[src/inc/pmps_pkg.sv]
// Constants, register map and state codes of the power sequencer
package pmps_pkg;

  // ****************************************
  // Rails
  // ****************************************
  localparam int unsigned NRAIL = 10;
  localparam int unsigned NSEQ  = 8;
  localparam int unsigned NDLY  = 9;
  localparam logic [3:0]  NSTEP = 4'ha;
  localparam logic [3:0]  STEP3 = 4'h3;
  localparam int unsigned R_BKA = 4;
  localparam int unsigned R_BKB = 5;
  localparam int unsigned R_LS2 = 8;
  localparam int unsigned R_LS3 = 9;
  // Rails forced off at down start when unsequenced
  localparam logic [7:0]  EARLY_OFF = 8'hcf;

  // ****************************************
  // Register offsets and fields
  // ****************************************
  localparam logic [7:0] A_EN   = 8'h00;
  localparam logic [7:0] A_SEQ  = 8'h01;
  localparam logic [7:0] A_DLY  = 8'h10;
  localparam logic [7:0] A_CTRL = 8'h20;
  localparam logic [7:0] A_STAT = 8'h21;
  localparam int unsigned C_MUL  = 0;
  localparam int unsigned C_HOLD = 1;
  localparam int unsigned C_LONG = 2;

  // ****************************************
  // Reset values
  // ****************************************
  localparam logic [9:0]  EN_RST   = 10'h000;
  localparam logic [9:0]  DCH_RST  = 10'h3ff;
  localparam logic [31:0] SEQ_RST  = 32'h87216543;
  localparam logic [1:0]  DLY_RST  = 2'h0;
  localparam logic [2:0]  CTRL_RST = 3'h0;

  // ****************************************
  // Timing
  // ****************************************
  localparam int unsigned CLK_NS        = 25;
  localparam int unsigned MS_NS         = 1000000;
  localparam int unsigned CYC_PER_MS    = MS_NS / CLK_NS;
  localparam logic [6:0]  DLY_MIN_MS    = 7'h02;
  localparam logic [6:0]  DOWN_FACTOR   = 7'h0a;
  localparam logic [14:0] DOWN_TOTAL_MS = 15'h01f4;
  localparam logic [14:0] DCH_MIN_MS    = 15'h0096;
  localparam logic [14:0] AWAIT_MS      = 15'h4e20;
  localparam logic [13:0] PRESS_MS      = 14'h1f40;
  localparam logic [13:0] PRESS_LONG_MS = 14'h3a98;

  // ****************************************
  // States
  // ****************************************
  typedef enum logic [6:0] {
    ST_OFF    = 7'h01,
    ST_PRE    = 7'h02,
    ST_AWAIT  = 7'h04,
    ST_ACTIVE = 7'h08,
    ST_SUSP   = 7'h10,
    ST_RECOV  = 7'h20,
    ST_DOWN   = 7'h40
  } pmps_state_t;

endpackage

[src/core/pmps_sequencer.sv]
// Power state machine and rail step sequencer
//
// Behaviour
// [RQ1] Ten steps, nine delays of 2-5 ms
// [RQ2] One step field per rail, steps shared; only rails 0-7 have one, rails 8 and 9 none
// [RQ3] Up: fire step, wait delay, next step
// [RQ4] Off: button, adapter, enable, power start up
// [RQ5] Pre-off: button, adapter, enable start up
// [RQ6] Suspend: edges or enable level start up
// [RQ7] Await enable; 20 s idle powers down
// [RQ8] Enable high moves to active state
// [RQ9] Step field zero leaves rail untouched
// [RQ10] Enable register writes refused while sequencing
// [RQ11] Enable bits show real rail state
// [RQ12] Down: step ten first, reverse order
// [RQ13] Down delays stretched tenfold, multiplier global
// [RQ14] Leave power-down exactly 500 ms after start
// [RQ15] Enable low or fault starts power-down
// [RQ16] Long press 8 s or 15 s powers down
// [RQ17] Suspend keeps unsequenced rails as they were
// [RQ18] Unsequenced main rails off at down start
// [RQ19] Switches two, three off at down end
// [RQ20] Core reset: all rails off, discharging
// [RQ21] Steps one, two serve backup rails only
// [RQ22] Backup hold skips steps two and one
// [RQ23] Rail supervision fault drops rails good
// [RQ24] Rails good low when down triggered
`timescale 1ns/1ps
module pmps_sequencer #(
  parameter int unsigned CYC_PER_MS = pmps_pkg::CYC_PER_MS
) (
  input  wire logic        i_mclk,  // 40 MHz clock
  input  wire logic        i_rst,   // Bias collapse reset
  input  wire logic        i_pb,    // Push button, low pressed
  input  wire logic        i_ac,    // Adapter detect
  input  wire logic        i_en,    // Host enable
  input  wire logic        i_mpwr,  // Main power present
  input  wire logic        i_undervoltage_lockout,  // Undervoltage lockout
  input  wire logic        i_ots,   // Thermal shutdown
  input  wire logic        i_rfail, // Rail supervision fault
  input  wire logic [7:0]  i_addr,  // Register address
  input  wire logic [15:0] i_wdata, // Write data
  input  wire logic        i_wr,    // Write strobe
  input  wire logic        i_rd,    // Read strobe
  output logic      [15:0] o_rdata, // Read data
  output logic      [9:0]  o_rail,  // Rail enables
  output logic      [9:0]  o_dch,   // Discharge enables
  output logic             o_rails_good_output, // Rails good
  output logic             o_busy   // Sequencer running
);

  // ****************************************
  // Registers
  // ****************************************
  pmps_pkg::pmps_state_t st_q;
  pmps_pkg::pmps_state_t st_d;
  pmps_pkg::pmps_state_t tgt_q;
  pmps_pkg::pmps_state_t tgt_d;
  logic [3:0]  seq_q [pmps_pkg::NSEQ];
  logic [1:0]  dly_q [pmps_pkg::NDLY];
  logic [2:0]  ctrl_q;
  logic [9:0]  rail_q;
  logic [9:0]  dch_q;
  logic [15:0] rdata_q;
  logic        pg_q;
  logic        run_q;
  logic        dir_q;
  logic [3:0]  step_q;
  logic [6:0]  cnt_q;
  logic [15:0] pre_q;
  logic [14:0] tmr_q;
  logic [13:0] press_q;
  logic        pb_q;
  logic        ac_q;
  logic        en_q;
  logic        mp_q;
  logic        tick;
  logic        busy;
  logic        fire;
  logic        last;
  logic        up_go;
  logic        dn_go;
  logic        fault;
  logic        okay;
  logic        longp;
  logic        dn_end;
  logic [6:0]  nxt_ms;
  logic [3:0]  nidx;
  logic [7:0]  hit;
  logic [9:0]  wr_en;

  // ****************************************
  // Register bus
  // ****************************************
  assign wr_en = i_wdata[9:0];

  always_ff @(posedge i_mclk) begin
    if (i_rst) begin
      ctrl_q <= pmps_pkg::CTRL_RST;
      for (int i = 0; i < pmps_pkg::NSEQ; i++) begin
        seq_q[i] <= pmps_pkg::SEQ_RST[4*i +: 4];
      end
      for (int i = 0; i < pmps_pkg::NDLY; i++) begin
        dly_q[i] <= pmps_pkg::DLY_RST;
      end
    end else if (i_wr) begin
      if (i_addr == pmps_pkg::A_CTRL) begin
        ctrl_q <= i_wdata[2:0];
      end
      for (int i = 0; i < pmps_pkg::NSEQ; i++) begin
        if (i_addr == pmps_pkg::A_SEQ + 8'(i)) begin
          seq_q[i] <= i_wdata[3:0]; // see [RQ2]
        end
      end
      for (int i = 0; i < pmps_pkg::NDLY; i++) begin
        if (i_addr == pmps_pkg::A_DLY + 8'(i)) begin
          dly_q[i] <= i_wdata[1:0];
        end
      end
    end
  end

  always_ff @(posedge i_mclk) begin
    if (i_rst) begin
      rdata_q <= 16'h0000;
    end else begin
      rdata_q <= 16'h0000;
      if (i_rd) begin
        case (i_addr)
          pmps_pkg::A_EN: begin
            rdata_q <= {6'h00, rail_q}; // see [RQ11]
          end
          pmps_pkg::A_CTRL: begin
            rdata_q <= {13'h0000, ctrl_q};
          end
          pmps_pkg::A_STAT: begin
            rdata_q <= {7'h00, busy, pg_q, st_q};
          end
          default: begin
            for (int i = 0; i < pmps_pkg::NSEQ; i++) begin
              if (i_addr == pmps_pkg::A_SEQ + 8'(i)) begin
                rdata_q <= {12'h000, seq_q[i]};
              end
            end
            for (int i = 0; i < pmps_pkg::NDLY; i++) begin
              if (i_addr == pmps_pkg::A_DLY + 8'(i)) begin
                rdata_q <= {14'h0000, dly_q[i]};
              end
            end
          end
        endcase
      end
    end
  end

  // ****************************************
  // Inputs and timers
  // ****************************************
  always_ff @(posedge i_mclk) begin
    if (i_rst) begin
      pb_q <= 1'b1;
      ac_q <= 1'b1;
      en_q <= 1'b0;
      mp_q <= 1'b0;
    end else begin
      pb_q <= i_pb;
      ac_q <= i_ac;
      en_q <= i_en;
      mp_q <= i_mpwr;
    end
  end

  // Millisecond prescaler, realigned at each sequence start
  assign tick = (pre_q == 16'(CYC_PER_MS - 1));

  always_ff @(posedge i_mclk) begin
    if (i_rst || up_go || dn_go || tick) begin
      pre_q <= 16'h0000;
    end else begin
      pre_q <= pre_q + 16'h0001;
    end
  end

  always_ff @(posedge i_mclk) begin
    if (i_rst || st_d != st_q) begin
      tmr_q <= 15'h0000;
    end else if (tick && tmr_q != 15'h7fff) begin
      tmr_q <= tmr_q + 15'h0001;
    end
  end

  always_ff @(posedge i_mclk) begin
    if (i_rst || i_pb) begin
      press_q <= 14'h0000;
    end else if (tick && press_q != 14'h3fff) begin
      press_q <= press_q + 14'h0001;
    end
  end

  // ****************************************
  // Events
  // ****************************************
  assign okay  = !i_undervoltage_lockout && !i_ots;
  assign fault = i_undervoltage_lockout || i_ots || i_rfail; // see [RQ15] see [RQ23]
  assign longp = !i_pb && (press_q >= (ctrl_q[pmps_pkg::C_LONG] ?
                 pmps_pkg::PRESS_LONG_MS : pmps_pkg::PRESS_MS)); // see [RQ16]
  assign dn_end = (st_q == pmps_pkg::ST_DOWN) && tick &&
                  (tmr_q == pmps_pkg::DOWN_TOTAL_MS - 15'h0001); // see [RQ14]

  always_comb begin
    st_d  = st_q;
    tgt_d = tgt_q;
    up_go = 1'b0;
    dn_go = 1'b0;
    case (st_q)
      pmps_pkg::ST_OFF: begin
        if (okay && ((pb_q && !i_pb) || (ac_q && !i_ac) || (!en_q && i_en) ||
            (!mp_q && i_mpwr && !i_ac))) begin // see [RQ4]
          up_go = 1'b1;
        end
      end
      pmps_pkg::ST_PRE: begin
        if (okay && ((pb_q && !i_pb) || (ac_q && !i_ac) || (!en_q && i_en))) begin // see [RQ5]
          up_go = 1'b1;
        end
      end
      pmps_pkg::ST_RECOV: begin
        if (!fault) begin
          st_d = pmps_pkg::ST_PRE;
        end
      end
      pmps_pkg::ST_DOWN: begin
        if (dn_end) begin
          st_d = tgt_q;
        end
      end
      pmps_pkg::ST_SUSP, pmps_pkg::ST_AWAIT, pmps_pkg::ST_ACTIVE: begin
        dn_go = 1'b1;
        if (fault) begin
          tgt_d = pmps_pkg::ST_RECOV; // see [RQ15]
        end else if (longp) begin
          tgt_d = pmps_pkg::ST_OFF; // see [RQ16]
        end else if (st_q == pmps_pkg::ST_AWAIT && i_pb && i_ac && !i_en &&
                     tmr_q >= pmps_pkg::AWAIT_MS) begin
          tgt_d = pmps_pkg::ST_OFF; // see [RQ7]
        end else if (st_q == pmps_pkg::ST_ACTIVE && !i_en) begin
          tgt_d = pmps_pkg::ST_SUSP; // see [RQ15]
        end else begin
          dn_go = 1'b0;
          if (st_q == pmps_pkg::ST_AWAIT && i_en) begin
            st_d = pmps_pkg::ST_ACTIVE; // see [RQ8]
          end else if (st_q == pmps_pkg::ST_SUSP &&
                       ((pb_q && !i_pb) || (ac_q && !i_ac) || i_en)) begin // see [RQ6]
            up_go = 1'b1;
          end
        end
      end
      default: begin
        st_d = pmps_pkg::ST_OFF;
      end
    endcase
    if (up_go) begin
      st_d = pmps_pkg::ST_AWAIT; // see [RQ7]
    end
    if (dn_go) begin
      st_d = pmps_pkg::ST_DOWN;
    end
  end

  always_ff @(posedge i_mclk) begin
    if (i_rst) begin
      st_q  <= pmps_pkg::ST_OFF;
      tgt_q <= pmps_pkg::ST_OFF;
    end else begin
      st_q  <= st_d;
      tgt_q <= tgt_d;
    end
  end

  // ****************************************
  // Step sequencer
  // ****************************************
  assign busy = run_q || (st_q == pmps_pkg::ST_DOWN);
  assign fire = run_q && (cnt_q == 7'h00) && !dn_go;
  assign last = dir_q ? (step_q == (ctrl_q[pmps_pkg::C_HOLD] ?
                pmps_pkg::STEP3 : 4'h1)) : (step_q == pmps_pkg::NSTEP); // see [RQ22]
  assign nidx = dir_q ? step_q - 4'h2 : step_q - 4'h1;

  always_comb begin
    nxt_ms = 7'({5'h00, dly_q[nidx]}) + pmps_pkg::DLY_MIN_MS; // see [RQ1]
    if (dir_q) begin
      nxt_ms = 7'(nxt_ms * pmps_pkg::DOWN_FACTOR); // see [RQ13]
      if (ctrl_q[pmps_pkg::C_MUL]) begin
        nxt_ms = 7'({nxt_ms, 1'b0});
      end
    end
  end

  always_ff @(posedge i_mclk) begin
    if (i_rst) begin
      run_q  <= 1'b0;
      dir_q  <= 1'b0;
      step_q <= 4'h0;
      cnt_q  <= 7'h00;
    end else if (dn_go) begin
      run_q  <= 1'b1;
      dir_q  <= 1'b1;
      step_q <= pmps_pkg::NSTEP; // see [RQ12]
      cnt_q  <= 7'h00;
    end else if (up_go) begin
      run_q  <= 1'b1;
      dir_q  <= 1'b0;
      step_q <= 4'h1; // see [RQ3]
      cnt_q  <= 7'h00;
    end else if (fire) begin
      run_q  <= !last;
      step_q <= dir_q ? step_q - 4'h1 : step_q + 4'h1; // see [RQ3] see [RQ12]
      cnt_q  <= nxt_ms;
    end else if (run_q && tick) begin
      cnt_q <= cnt_q - 7'h01;
    end
  end

  // Per rail step match; backup rails only on steps 1 and 2
  for (genvar g = 0; g < pmps_pkg::NSEQ; g++) begin : g_hit
    if (g == pmps_pkg::R_BKA || g == pmps_pkg::R_BKB) begin : g_bk
      assign hit[g] = fire && (seq_q[g] == step_q) && (step_q <= 4'h2); // see [RQ21]
    end else begin : g_main
      assign hit[g] = fire && (seq_q[g] == step_q) && (step_q > 4'h2); // see [RQ21] see [RQ9]
    end
  end

  // ****************************************
  // Rail enables and discharge
  // ****************************************
  always_ff @(posedge i_mclk) begin
    if (i_rst) begin
      rail_q <= pmps_pkg::EN_RST; // see [RQ20]
      dch_q  <= pmps_pkg::DCH_RST;
    end else begin
      if (i_wr && i_addr == pmps_pkg::A_EN && !busy) begin // see [RQ10]
        rail_q <= wr_en;
        dch_q  <= dch_q & ~wr_en;
      end
      if (up_go) begin
        dch_q <= 10'h000;
      end
      for (int i = 0; i < pmps_pkg::NSEQ; i++) begin
        if (hit[i]) begin
          rail_q[i] <= !dir_q; // see [RQ11]
          dch_q[i]  <= dir_q;
        end
        if (dn_go && tgt_d != pmps_pkg::ST_SUSP && pmps_pkg::EARLY_OFF[i] &&
            seq_q[i] == 4'h0) begin // see [RQ18] see [RQ17]
          rail_q[i] <= 1'b0;
          dch_q[i]  <= 1'b1;
        end
      end
      if (dn_end && tgt_q != pmps_pkg::ST_SUSP) begin // see [RQ19]
        rail_q[pmps_pkg::R_LS3:pmps_pkg::R_LS2] <= 2'h0;
      end
    end
  end

  always_ff @(posedge i_mclk) begin
    if (i_rst || dn_go || st_q == pmps_pkg::ST_SUSP) begin
      pg_q <= 1'b0; // see [RQ24] see [RQ23]
    end else if (fire && !dir_q && last) begin
      pg_q <= 1'b1;
    end
  end

  assign o_rdata = rdata_q;
  assign o_rail  = rail_q;
  assign o_dch   = dch_q;
  assign o_rails_good_output = pg_q;
  assign o_busy  = busy;

  // ****************************************
  // Checks
  // ****************************************
  AST_RESET_OFF: assert property (@(posedge i_mclk) i_rst |=> (o_rail == 10'h000 && o_dch == 10'h3ff)) // see [RQ20]
    else $error("Rails not off after core reset");
  AST_WR_REFUSED: assert property (@(posedge i_mclk) disable iff (i_rst)
    (busy && i_wr && i_addr == pmps_pkg::A_EN && !fire && !dn_go && !dn_end) |=> $stable(o_rail)) // see [RQ10]
    else $error("Enable write taken while sequencing");
  AST_WR_TAKEN: assert property (@(posedge i_mclk) disable iff (i_rst)
    (!busy && i_wr && i_addr == pmps_pkg::A_EN && !up_go && !dn_go) |=> o_rail == $past(wr_en)) // see [RQ11]
    else $error("Enable write lost");
  AST_PG_DROP: assert property (@(posedge i_mclk) disable iff (i_rst) dn_go |=> !o_rails_good_output) // see [RQ24]
    else $error("Rails good high after down trigger");
  AST_FAULT_DOWN: assert property (@(posedge i_mclk) disable iff (i_rst)
    (fault && (st_q == pmps_pkg::ST_AWAIT || st_q == pmps_pkg::ST_ACTIVE))
    |=> (st_q == pmps_pkg::ST_DOWN && tgt_q == pmps_pkg::ST_RECOV)) // see [RQ15]
    else $error("Fault did not start power-down");
  AST_ACTIVE: assert property (@(posedge i_mclk) disable iff (i_rst)
    (st_q == pmps_pkg::ST_AWAIT && i_en && !fault && !longp) |=> st_q == pmps_pkg::ST_ACTIVE) // see [RQ8]
    else $error("Enable did not reach active");
  AST_DOWN_EXIT: assert property (@(posedge i_mclk) disable iff (i_rst)
    (st_q == pmps_pkg::ST_DOWN && tmr_q == pmps_pkg::DOWN_TOTAL_MS && tick) |-> 1'b0) // see [RQ14]
    else $error("Power-down ran past its end");
  AST_DOWN_MIN: assert property (@(posedge i_mclk) disable iff (i_rst)
    (st_q == pmps_pkg::ST_DOWN && st_d != pmps_pkg::ST_DOWN) |-> tmr_q >= pmps_pkg::DCH_MIN_MS) // see [RQ14]
    else $error("Power-down left too early");
  AST_LS_HOLD: assert property (@(posedge i_mclk) disable iff (i_rst)
    (st_q == pmps_pkg::ST_DOWN && !dn_end) |=> $stable(o_rail[pmps_pkg::R_LS3:pmps_pkg::R_LS2])) // see [RQ19]
    else $error("Load switch two or three moved during power-down");
  AST_BK_HOLD: assert property (@(posedge i_mclk) disable iff (i_rst)
    (st_q == pmps_pkg::ST_DOWN && dir_q && ctrl_q[pmps_pkg::C_HOLD] && !i_wr)
    |=> $stable(o_rail[pmps_pkg::R_BKB:pmps_pkg::R_BKA])) // see [RQ22]
    else $error("Backup rails moved under hold");
  AST_UNTOUCHED: assert property (@(posedge i_mclk) disable iff (i_rst)
    (fire && seq_q[6] == 4'h0) |=> o_rail[6] == $past(o_rail[6])) // see [RQ9]
    else $error("Unassigned rail changed by a step");
  AST_FIRST_STEP: assert property (@(posedge i_mclk) disable iff (i_rst)
    (dn_go && !up_go) |=> (fire && step_q == pmps_pkg::NSTEP)) // see [RQ12]
    else $error("Power-down did not begin at step ten");

endmodule

[config.mk]
export PLATFORM = sky130hd
export DESIGN_NAME = pmps_sequencer
export DESIGN_NICKNAME = d
export VERILOG_FILES = /design/src/inc/pmps_pkg.sv /design/src/core/pmps_sequencer.sv
export SDC_FILE = /design/constraint.sdc
export NUM_CORES = 1
export LEC_CHECK = 0
export ABC_CLOCK_PERIOD_IN_PS = 4500
export BUFFER_PORTS_ARGS = -buffer_cell sky130_fd_sc_hd__clkbuf_2
export CAP_MARGIN = 40
export CORE_UTILIZATION = 50
export DETAILED_ROUTE_END_ITERATION = 10
export GPL_ROUTABILITY_DRIVEN = 0
export GPL_TIMING_DRIVEN = 0
export PLACE_DENSITY_LB_ADDON = 0.12
export SYNTH_ARGS = -nofsm -noshare
export SYNTH_HDL_FRONTEND = slang
export SYNTH_SLANG_ARGS = --single-unit
[constraint.sdc]
create_clock -name i_mclk -period 4.5 [get_ports i_mclk]
set_clock_uncertainty 0.05 [all_clocks]
set_input_delay 0.675 -clock i_mclk [delete_from_list [all_inputs] [get_ports i_mclk]]
set_output_delay 0.675 -clock i_mclk [all_outputs]
set_load 0.01 [all_outputs]
==> results of run 1 <==
where the power goes:
group          internal (uW)  total (uW)  switching, uW
combinational            145         377            231
clock                    785        1430            643
sequential              1530        1570           40.1
worst min-delay path by stage:
stage / from / end / slack, ns / depth (start not counted)
final: o_dch[9] / o_dch[9] / 0.41 / 2
after global routing: i_mpwr / mp_q / 0.43 / 2
after CTS: o_dch[9] / o_dch[9] / 0.41 / 2
after detailed placement: o_dch[9] / o_dch[9] / 0.40 / 2
after global placement: o_dch[9] / o_dch[9] / 0.40 / 2
after floorplan: pre_q[0] / pre_q[0] / 0.38 / 1
critical path, delay by kind of cell, from the launching register on:
kind | cells | cell delay [ns]
adders and majority gates | 2 | 0.61
DFF | 1 | 0.37
xor gates and xnor gates | 1 | 0.16
AOI/OAI and AO/OA | 3 | 0.83
muxes | 3 | 1.15
and+or+nand+nor | 1 | 0.07
buffers and inverters | 2 | 0.89
routing by layer:
layer / vias up / share of wire, %
li1: 3810 / -
met1: 3769 / 47
met3: 48 / 7.2
met5: - / 0
met4: 0 / 2.2
met2: 313 / 44
cells by family (layout without fill, tap and decap cells):
| logic type | Yosys count | in the layout | share of synthesized area [%] |
|---|---|---|---|
| multiplexers | 24 | 24 | 3.30 |
| flip-flops | 160 | 160 | 40.4 |
| other | 1 | 6 | 0.0409 |
| AO/OA/AOI/OAI | 194 | 194 | 15.5 |
| buffers and inverters | 101 | 191 | 4.75 |
| AND/OR/NAND/NOR | 426 | 426 | 25.4 |
| adder cells (fa/ha/maj) | 22 | 22 | 3.00 |
| XOR/XNOR | 79 | 79 | 7.55 |
Yosys cell counts (all sizes together), types with 4 or more instances:
master,count,area share (%)
and3,19,1.3
mux2i,10,1.1
mux2,10,1.2
a221o,5,0.55
a211oi,6,0.63
and2,9,0.61
o21a,4,0.33
nor2b,16,1.1
buf,22,1.5
clkbuf,35,1.4
nor4,28,2.6
nor4b,8,0.90
nand4,20,1.5
nand3,50,2.7
o211ai,6,0.49
a21oi,42,2.3
a21o,7,0.57
a221oi,6,0.57
a22oi,13,1.1
or3,14,1.0
or4b,4,0.44
a31oi,9,0.78
nor3,32,2.5
xnor2,40,3.8
o221ai,5,0.48
ha,22,3.0
a31o,7,0.67
a2111oi,5,0.96
o21ai,46,2.6
o31ai,5,0.52
nor2,103,4.4
or2,7,0.48
edfxtp,50,16
nand2b,9,0.61
xor2,39,3.7
inv,43,1.8
nand2,93,3.9
dfxtp,110,24
mux4,4,0.98
flip-flops by register name, indices dropped and copies added, names as in the netlist, 3 cells and up:
signal   flops
ctrl_q       3
o_rail      10
pre_q       16
o_rdata     10
o_dch       10
tgt_q        7
st_q         7
step_q       4
cnt_q        7
tmr_q       15
seq_q       32
dly_q       18
press_q     14
through the flow:
stage	hold WS (ns)	utilization (%)	cell area [um2]
floorplan	0.380	-	9190
global placement	0.396	54.3	9760
detailed placement	0.399	54.4	9770
CTS	0.409	57.6	10300
global route	0.427	57.6	10300
finish	0.408	57.6	10300
repair_timing:
action	CTS	global route
setup endpoints to repair	0	1
hold buffers	0	0
resized for setup	0	1
layout make-up:
type | instances | area, um2 | share of cell area, %
well taps | 229 | 287 | 2.77
repair buffers | 58 | 290 | 2.81
flip-flops and latches | 160 | 3700 | 35.8
clock inverters | 14 | 134 | 1.29
inverters | 44 | 165 | 1.60
plain buffers | 57 | 272 | 2.63
multi-input cells | 751 | 5050 | 48.8
clock buffers | 18 | 439 | 4.25
==> impl_metrics.csv, run 1 <==
group,metric,value,unit
setup_path,end_kind,"flip-flop",
setup_path,slowest_delay,0.61,ns
sta,layout_min_cycle_time,4.24,ns
layout,drive_above_1_share,15.2,%
cts,cts_max_path_buffers,2,
cts,post_cts_buffers,0,
layout,area_growth,12.8,%
setup_path,endpoint,"cnt_q[4]",
sta,slew_headroom,35.9,%
setup_path,crit_slowest_cell,"clkbuf_1",
min_path,min_path_type,"reg -> reg",
synth,synth-edff-count,50,
layout,final_common_cell,"dfxtp_1",
sta,tightestPinTransition,0.953,ns
synth,netlist_instances,1007,
flow_run,maxCapViolCount,0,
setup_path,cp_data_required_time,4.78,ns
setup_path,worstSetupPathType,"reg -> reg",
sta,fin_crit_sh,94.2,%
global_routing,grtUsageMet3,4.30,%
sta,hold_viol_final,0,
layout,stdcell_count,1331,
setup_path,critPathLaunch,"step_q[0]",
die,fp.dieH,137,um
detailed_routing,vias,7940,
sta,timing.fmax,236,MHz
layout,antenna_cells,0,
global_routing,gr-total-overflow,0,
setup_path,rr_endpoint,"cnt_q[4]",
sta,finalSetupViolations,0,
die,initial_core_util,51.0,%
die,die_w,137,um
setup_path,cp_max_fo,10,
global_routing,grt_pass1_vias,7144,
synth,yosysSeqAreaShare,40.4,%
setup_path,cp_common_cell,"ha_1",
synth,syn_area,9170,um2
synth,yosys_warnings,0,
synth,synth_top_flop_cell,"dfxtp_1",
die,die_area,18900,um2
pwr,max-vdd-ir-drop,276,uV
setup_path,crit_arrival,4.52,ns
pwr,power.density,327,nW/um2
layout,nFillCells,1634,
global_routing,grtUsageMet2,40.8,%
cts,cts_tree,"done",
placement,hpwl,18600,um
cts,htree_num_levels,4,
detailed_routing,drc,0,
cts,cts_buffers,17,
setup_path,r2r_cells,12,
global_routing,top_usage_layer,"met2",
cts,clkTransAtPathRegs,0.07,ns
layout,nNetsFinal,1146,
die,rows,49,
sta,worst_slack,0.261,ns
global_routing,grt_use_met1,39.8,%
synth,yosysUniqueCellTypes,97,
run_status,status,"completed",
synth,postSynth.asyncResetShare,0,%
die,io_pins,73,
pwr,p_leak,0.00378,uW
synth,syn_avg_cell_area,9.11,um2
placement,placedCellCount,1299,
setup_path,cp-start-kind,"flip-flop",
placement,port_buffers,56,
placement,place_ws,0.225,ns
cts,clockRootBuffer,"clkbuf_16",
global_routing,grt_antenna_before_repair,0,
sta,tns,0,ns
cts,clk_latency,0.44,ns
detailed_routing,wl_per_cell,18.9,um
detailed_routing,vias_per_cell,5.97,
sta,grt_setup_unrepaired,"false",
detailed_routing,dr.pass1.iters,5,
synth,synth-seq-cells,160,
layout,final_cell_mix,"dfxtp_1, nor2_1, nand2_1, clkbuf_2",
setup_path,r2r-start,"step_q[0]",
setup_path,r2r_slack,0.26,ns
detailed_routing,drt_iter0_drc,709,
cts,clock_sinks,160,
sta,maxSlewViolCount,0,
detailed_routing,wl,25100,um
global_routing,grt_max_degree,17,
setup_path,worstPathCellList,"clkbuf_1 -> inv_1 -> ha_1 -> xor2_1 -> o21ai_2 -> mux4_2 -> mux2_2 -> mux2i_1 -> ha_1 -> nand2_1 -> o211ai_1 -> a2111oi_2",
global_routing,track_usage,27.5,%
detailed_routing,ant_nets,0,
die,coreArea,18000,um2
global_routing,grt_pass1_wl,39100,um
pwr,power,3380,uW
Note: power is estimated with default switching activity, not from simulation.
==> run 2: changes to the inputs <==
--- a/config.mk
+++ b/config.mk
@@ -14,3 +14,3 @@
 export GPL_TIMING_DRIVEN = 0
-export PLACE_DENSITY_LB_ADDON = 0.12
+export PLACE_DENSITY = 0.68
 export SYNTH_ARGS = -nofsm -noshare
==> constraint.sdc (replaced) <==
create_clock -name i_mclk -period 4.5 [get_ports i_mclk]
set_clock_uncertainty 0.05 [all_clocks]
set_input_delay 0.9 -clock i_mclk [delete_from_list [all_inputs] [get_ports i_mclk]]
set_output_delay 0.9 -clock i_mclk [all_outputs]
set_load 0.01 [all_outputs]
==> impl_metrics.csv, run 2 (synthesis gave the netlist of run 1 again) <==
group,metric,value,unit
run_status,status,"completed",
layout,antenna_cells,0,
layout,stdcell_count,1331,
sta,tns,0,ns
detailed_routing,dr.pass1.iters,5,
flow_run,maxCapViolCount,0,
global_routing,grt_max_degree,17,
pwr,power,3440,uW
placement,placedCellCount,1299,
cts,holdBufCountCts,0,
pwr,combPwrFrac,10.9,%
global_routing,grt_antenna_before_repair,0,
layout,area_growth,13.2,%
die,rows,49,
setup_path,r2r-start,"step_q[1]",
cts,htree_num_levels,4,
setup_path,rr_endpoint,"cnt_q[4]",
pwr,max-vdd-ir-drop,268,uV
layout,drive_above_1_share,15.2,%
detailed_routing,drt_iter0_drc,762,
detailed_routing,vias_per_cell,6.03,
setup_path,r2r_cells,12,
global_routing,grt_pass1_vias,7049,
layout,final_common_cell,"dfxtp_1",
setup_path,worstSetupPathType,"reg -> reg",
layout,top_regs,"seq_q x32, dly_q x18, pre_q x16",
pwr,p_seq_share,45.7,%
sta,slew_headroom,41.8,%
setup_path,r2r_slack,0.28,ns
pwr,p_sw_share,26.4,%
sta,maxSlewViolCount,0,
cts,post_cts_buffers,0,
placement,port_buffers,56,
detailed_routing,drc,0,
setup_path,cp_max_fo,10,
cts,clk_latency,0.44,ns
sta,finalSetupViolations,0,
die,io_pins,73,
die,initial_core_util,51.0,%
pwr,p_switching,908,uW
setup_path,end_kind,"flip-flop",
sta,hold_viol_final,0,
pwr,p_int,2540,uW
setup_path,cp_data_required_time,4.78,ns
pwr,clockPowerShare,43.4,%
layout,nNetsFinal,1146,
global_routing,gr-total-overflow,0,
detailed_routing,wl,24900,um
cts,cts_buffers,17,
die,die_w,137,um
detailed_routing,wl_per_cell,18.7,um
die,coreArea,18000,um2
min_path,min_to,"o_dch[8]",
die,fp.dieH,137,um
layout,nFillCells,1622,
global_routing,track_usage,26.7,%
sta,layout_min_cycle_time,4.22,ns
layout,fin_util,57.8,%
sta,fin_crit_sh,93.7,%
sta,timing.fmax,237,MHz
layout,largest_reg_flops,32,
global_routing,grt_pass1_wl,38100,um
cts,clockRootBuffer,"clkbuf_16",
sta,tightestPinTransition,0.865,ns
sta,grt_setup_unrepaired,"false",
min_path,min_path_type,"reg -> reg",
cts,cts_tree,"done",
pwr,p_leak,0.00380,uW
layout,top_register,"seq_q",
placement,hpwl,18300,um
layout,final_cell_mix,"dfxtp_1, nor2_1, nand2_1, clkbuf_2",
die,die_area,18900,um2
detailed_routing,vias,8031,
cts,cts_resized,0,
setup_path,cp-start-kind,"flip-flop",
sta,worst_slack,0.282,ns
pwr,power.density,332,nW/um2
min_path,hold_path_depth,2,
detailed_routing,ant_nets,0,
min_path,hp-start,"o_dch[8]",
cts,clkTransAtPathRegs,0.07,ns
placement,place_ws,0.333,ns
cts,cts_max_path_buffers,2,
setup_path,crit_arrival,4.49,ns
cts,clock_sinks,160,
run 2: changes by cell type in the layout (fill, tap and decap cells not counted), sizes merged:
cell           previous run  this run
clkinvlp                  1         0
bufinv                    1         2
clkdlybuf4s15             0         1
clkbuf                  110       109
clkinv                    8         7
inv                      48        49
run 2: worst max path at each step:
stage          startpoint  endpoint  slack (ns)
4_1_cts         step_q[1]  cnt_q[4]        0.30
6_report        step_q[1]  cnt_q[4]        0.28
5_1_grt         step_q[1]  cnt_q[4]       0.009
2_1_floorplan   step_q[1]  cnt_q[4]        0.90
3_3_place_gp    step_q[1]  cnt_q[4]        0.27
3_5_place_dp    step_q[1]  cnt_q[4]        0.33
run 2: power by group through the flow:
stage | clock network, uW | logic, uW | registers [uW]
floorplan | 0 | 260 | 1590
global placement | 0 | 362 | 1600
detailed placement | 0 | 367 | 1600
CTS | 1500 | 370 | 1570
global route | 1560 | 409 | 1580
finish | 1500 | 375 | 1570
run 2: final cells by class:
cell class                 instances  area [um2]  share of cell area (%)
multi-input combinational        751        5050                    48.7
sequential                       160        3700                    35.7
clock buffer                      18         450                    4.34
timing repair buffer              58         297                    2.86
tap                              229         287                    2.76
buffer                            57         270                    2.60
inverter                          44         165                    1.59
clock inverter                    14         154                    1.48
run 2: metal layers:
layer	vias up	wire length [um]	GRT usage, %
li1	3820	-	-
met5	-	0	0
met3	34	2140	6.07
met4	0	357	7.57
met2	356	11300	41.3
met1	3821	11100	37.0
run 2: critical path, stage by stage, from the launching register on:
cell and delay (ns):
dfxtp_1 0.48, buf_1 0.62, inv_1 0.23, ha_1 0.27, xor2_1 0.16, o21ai_2 0.32
mux4_2 0.56, mux2_2 0.28, mux2i_1 0.28, ha_1 0.30, nand2_1 0.07, o211ai_1 0.10
a2111oi_2 0.39
run 2: through the flow:
stage | hold WS [ns] | instance area [um2]
6_report | 0.406 | 10400
2_1_floorplan | 0.380 | 9190
3_3_place_gp | 0.399 | 9760
5_1_grt | 0.429 | 10400
4_1_cts | 0.409 | 10400
3_5_place_dp | 0.398 | 9770
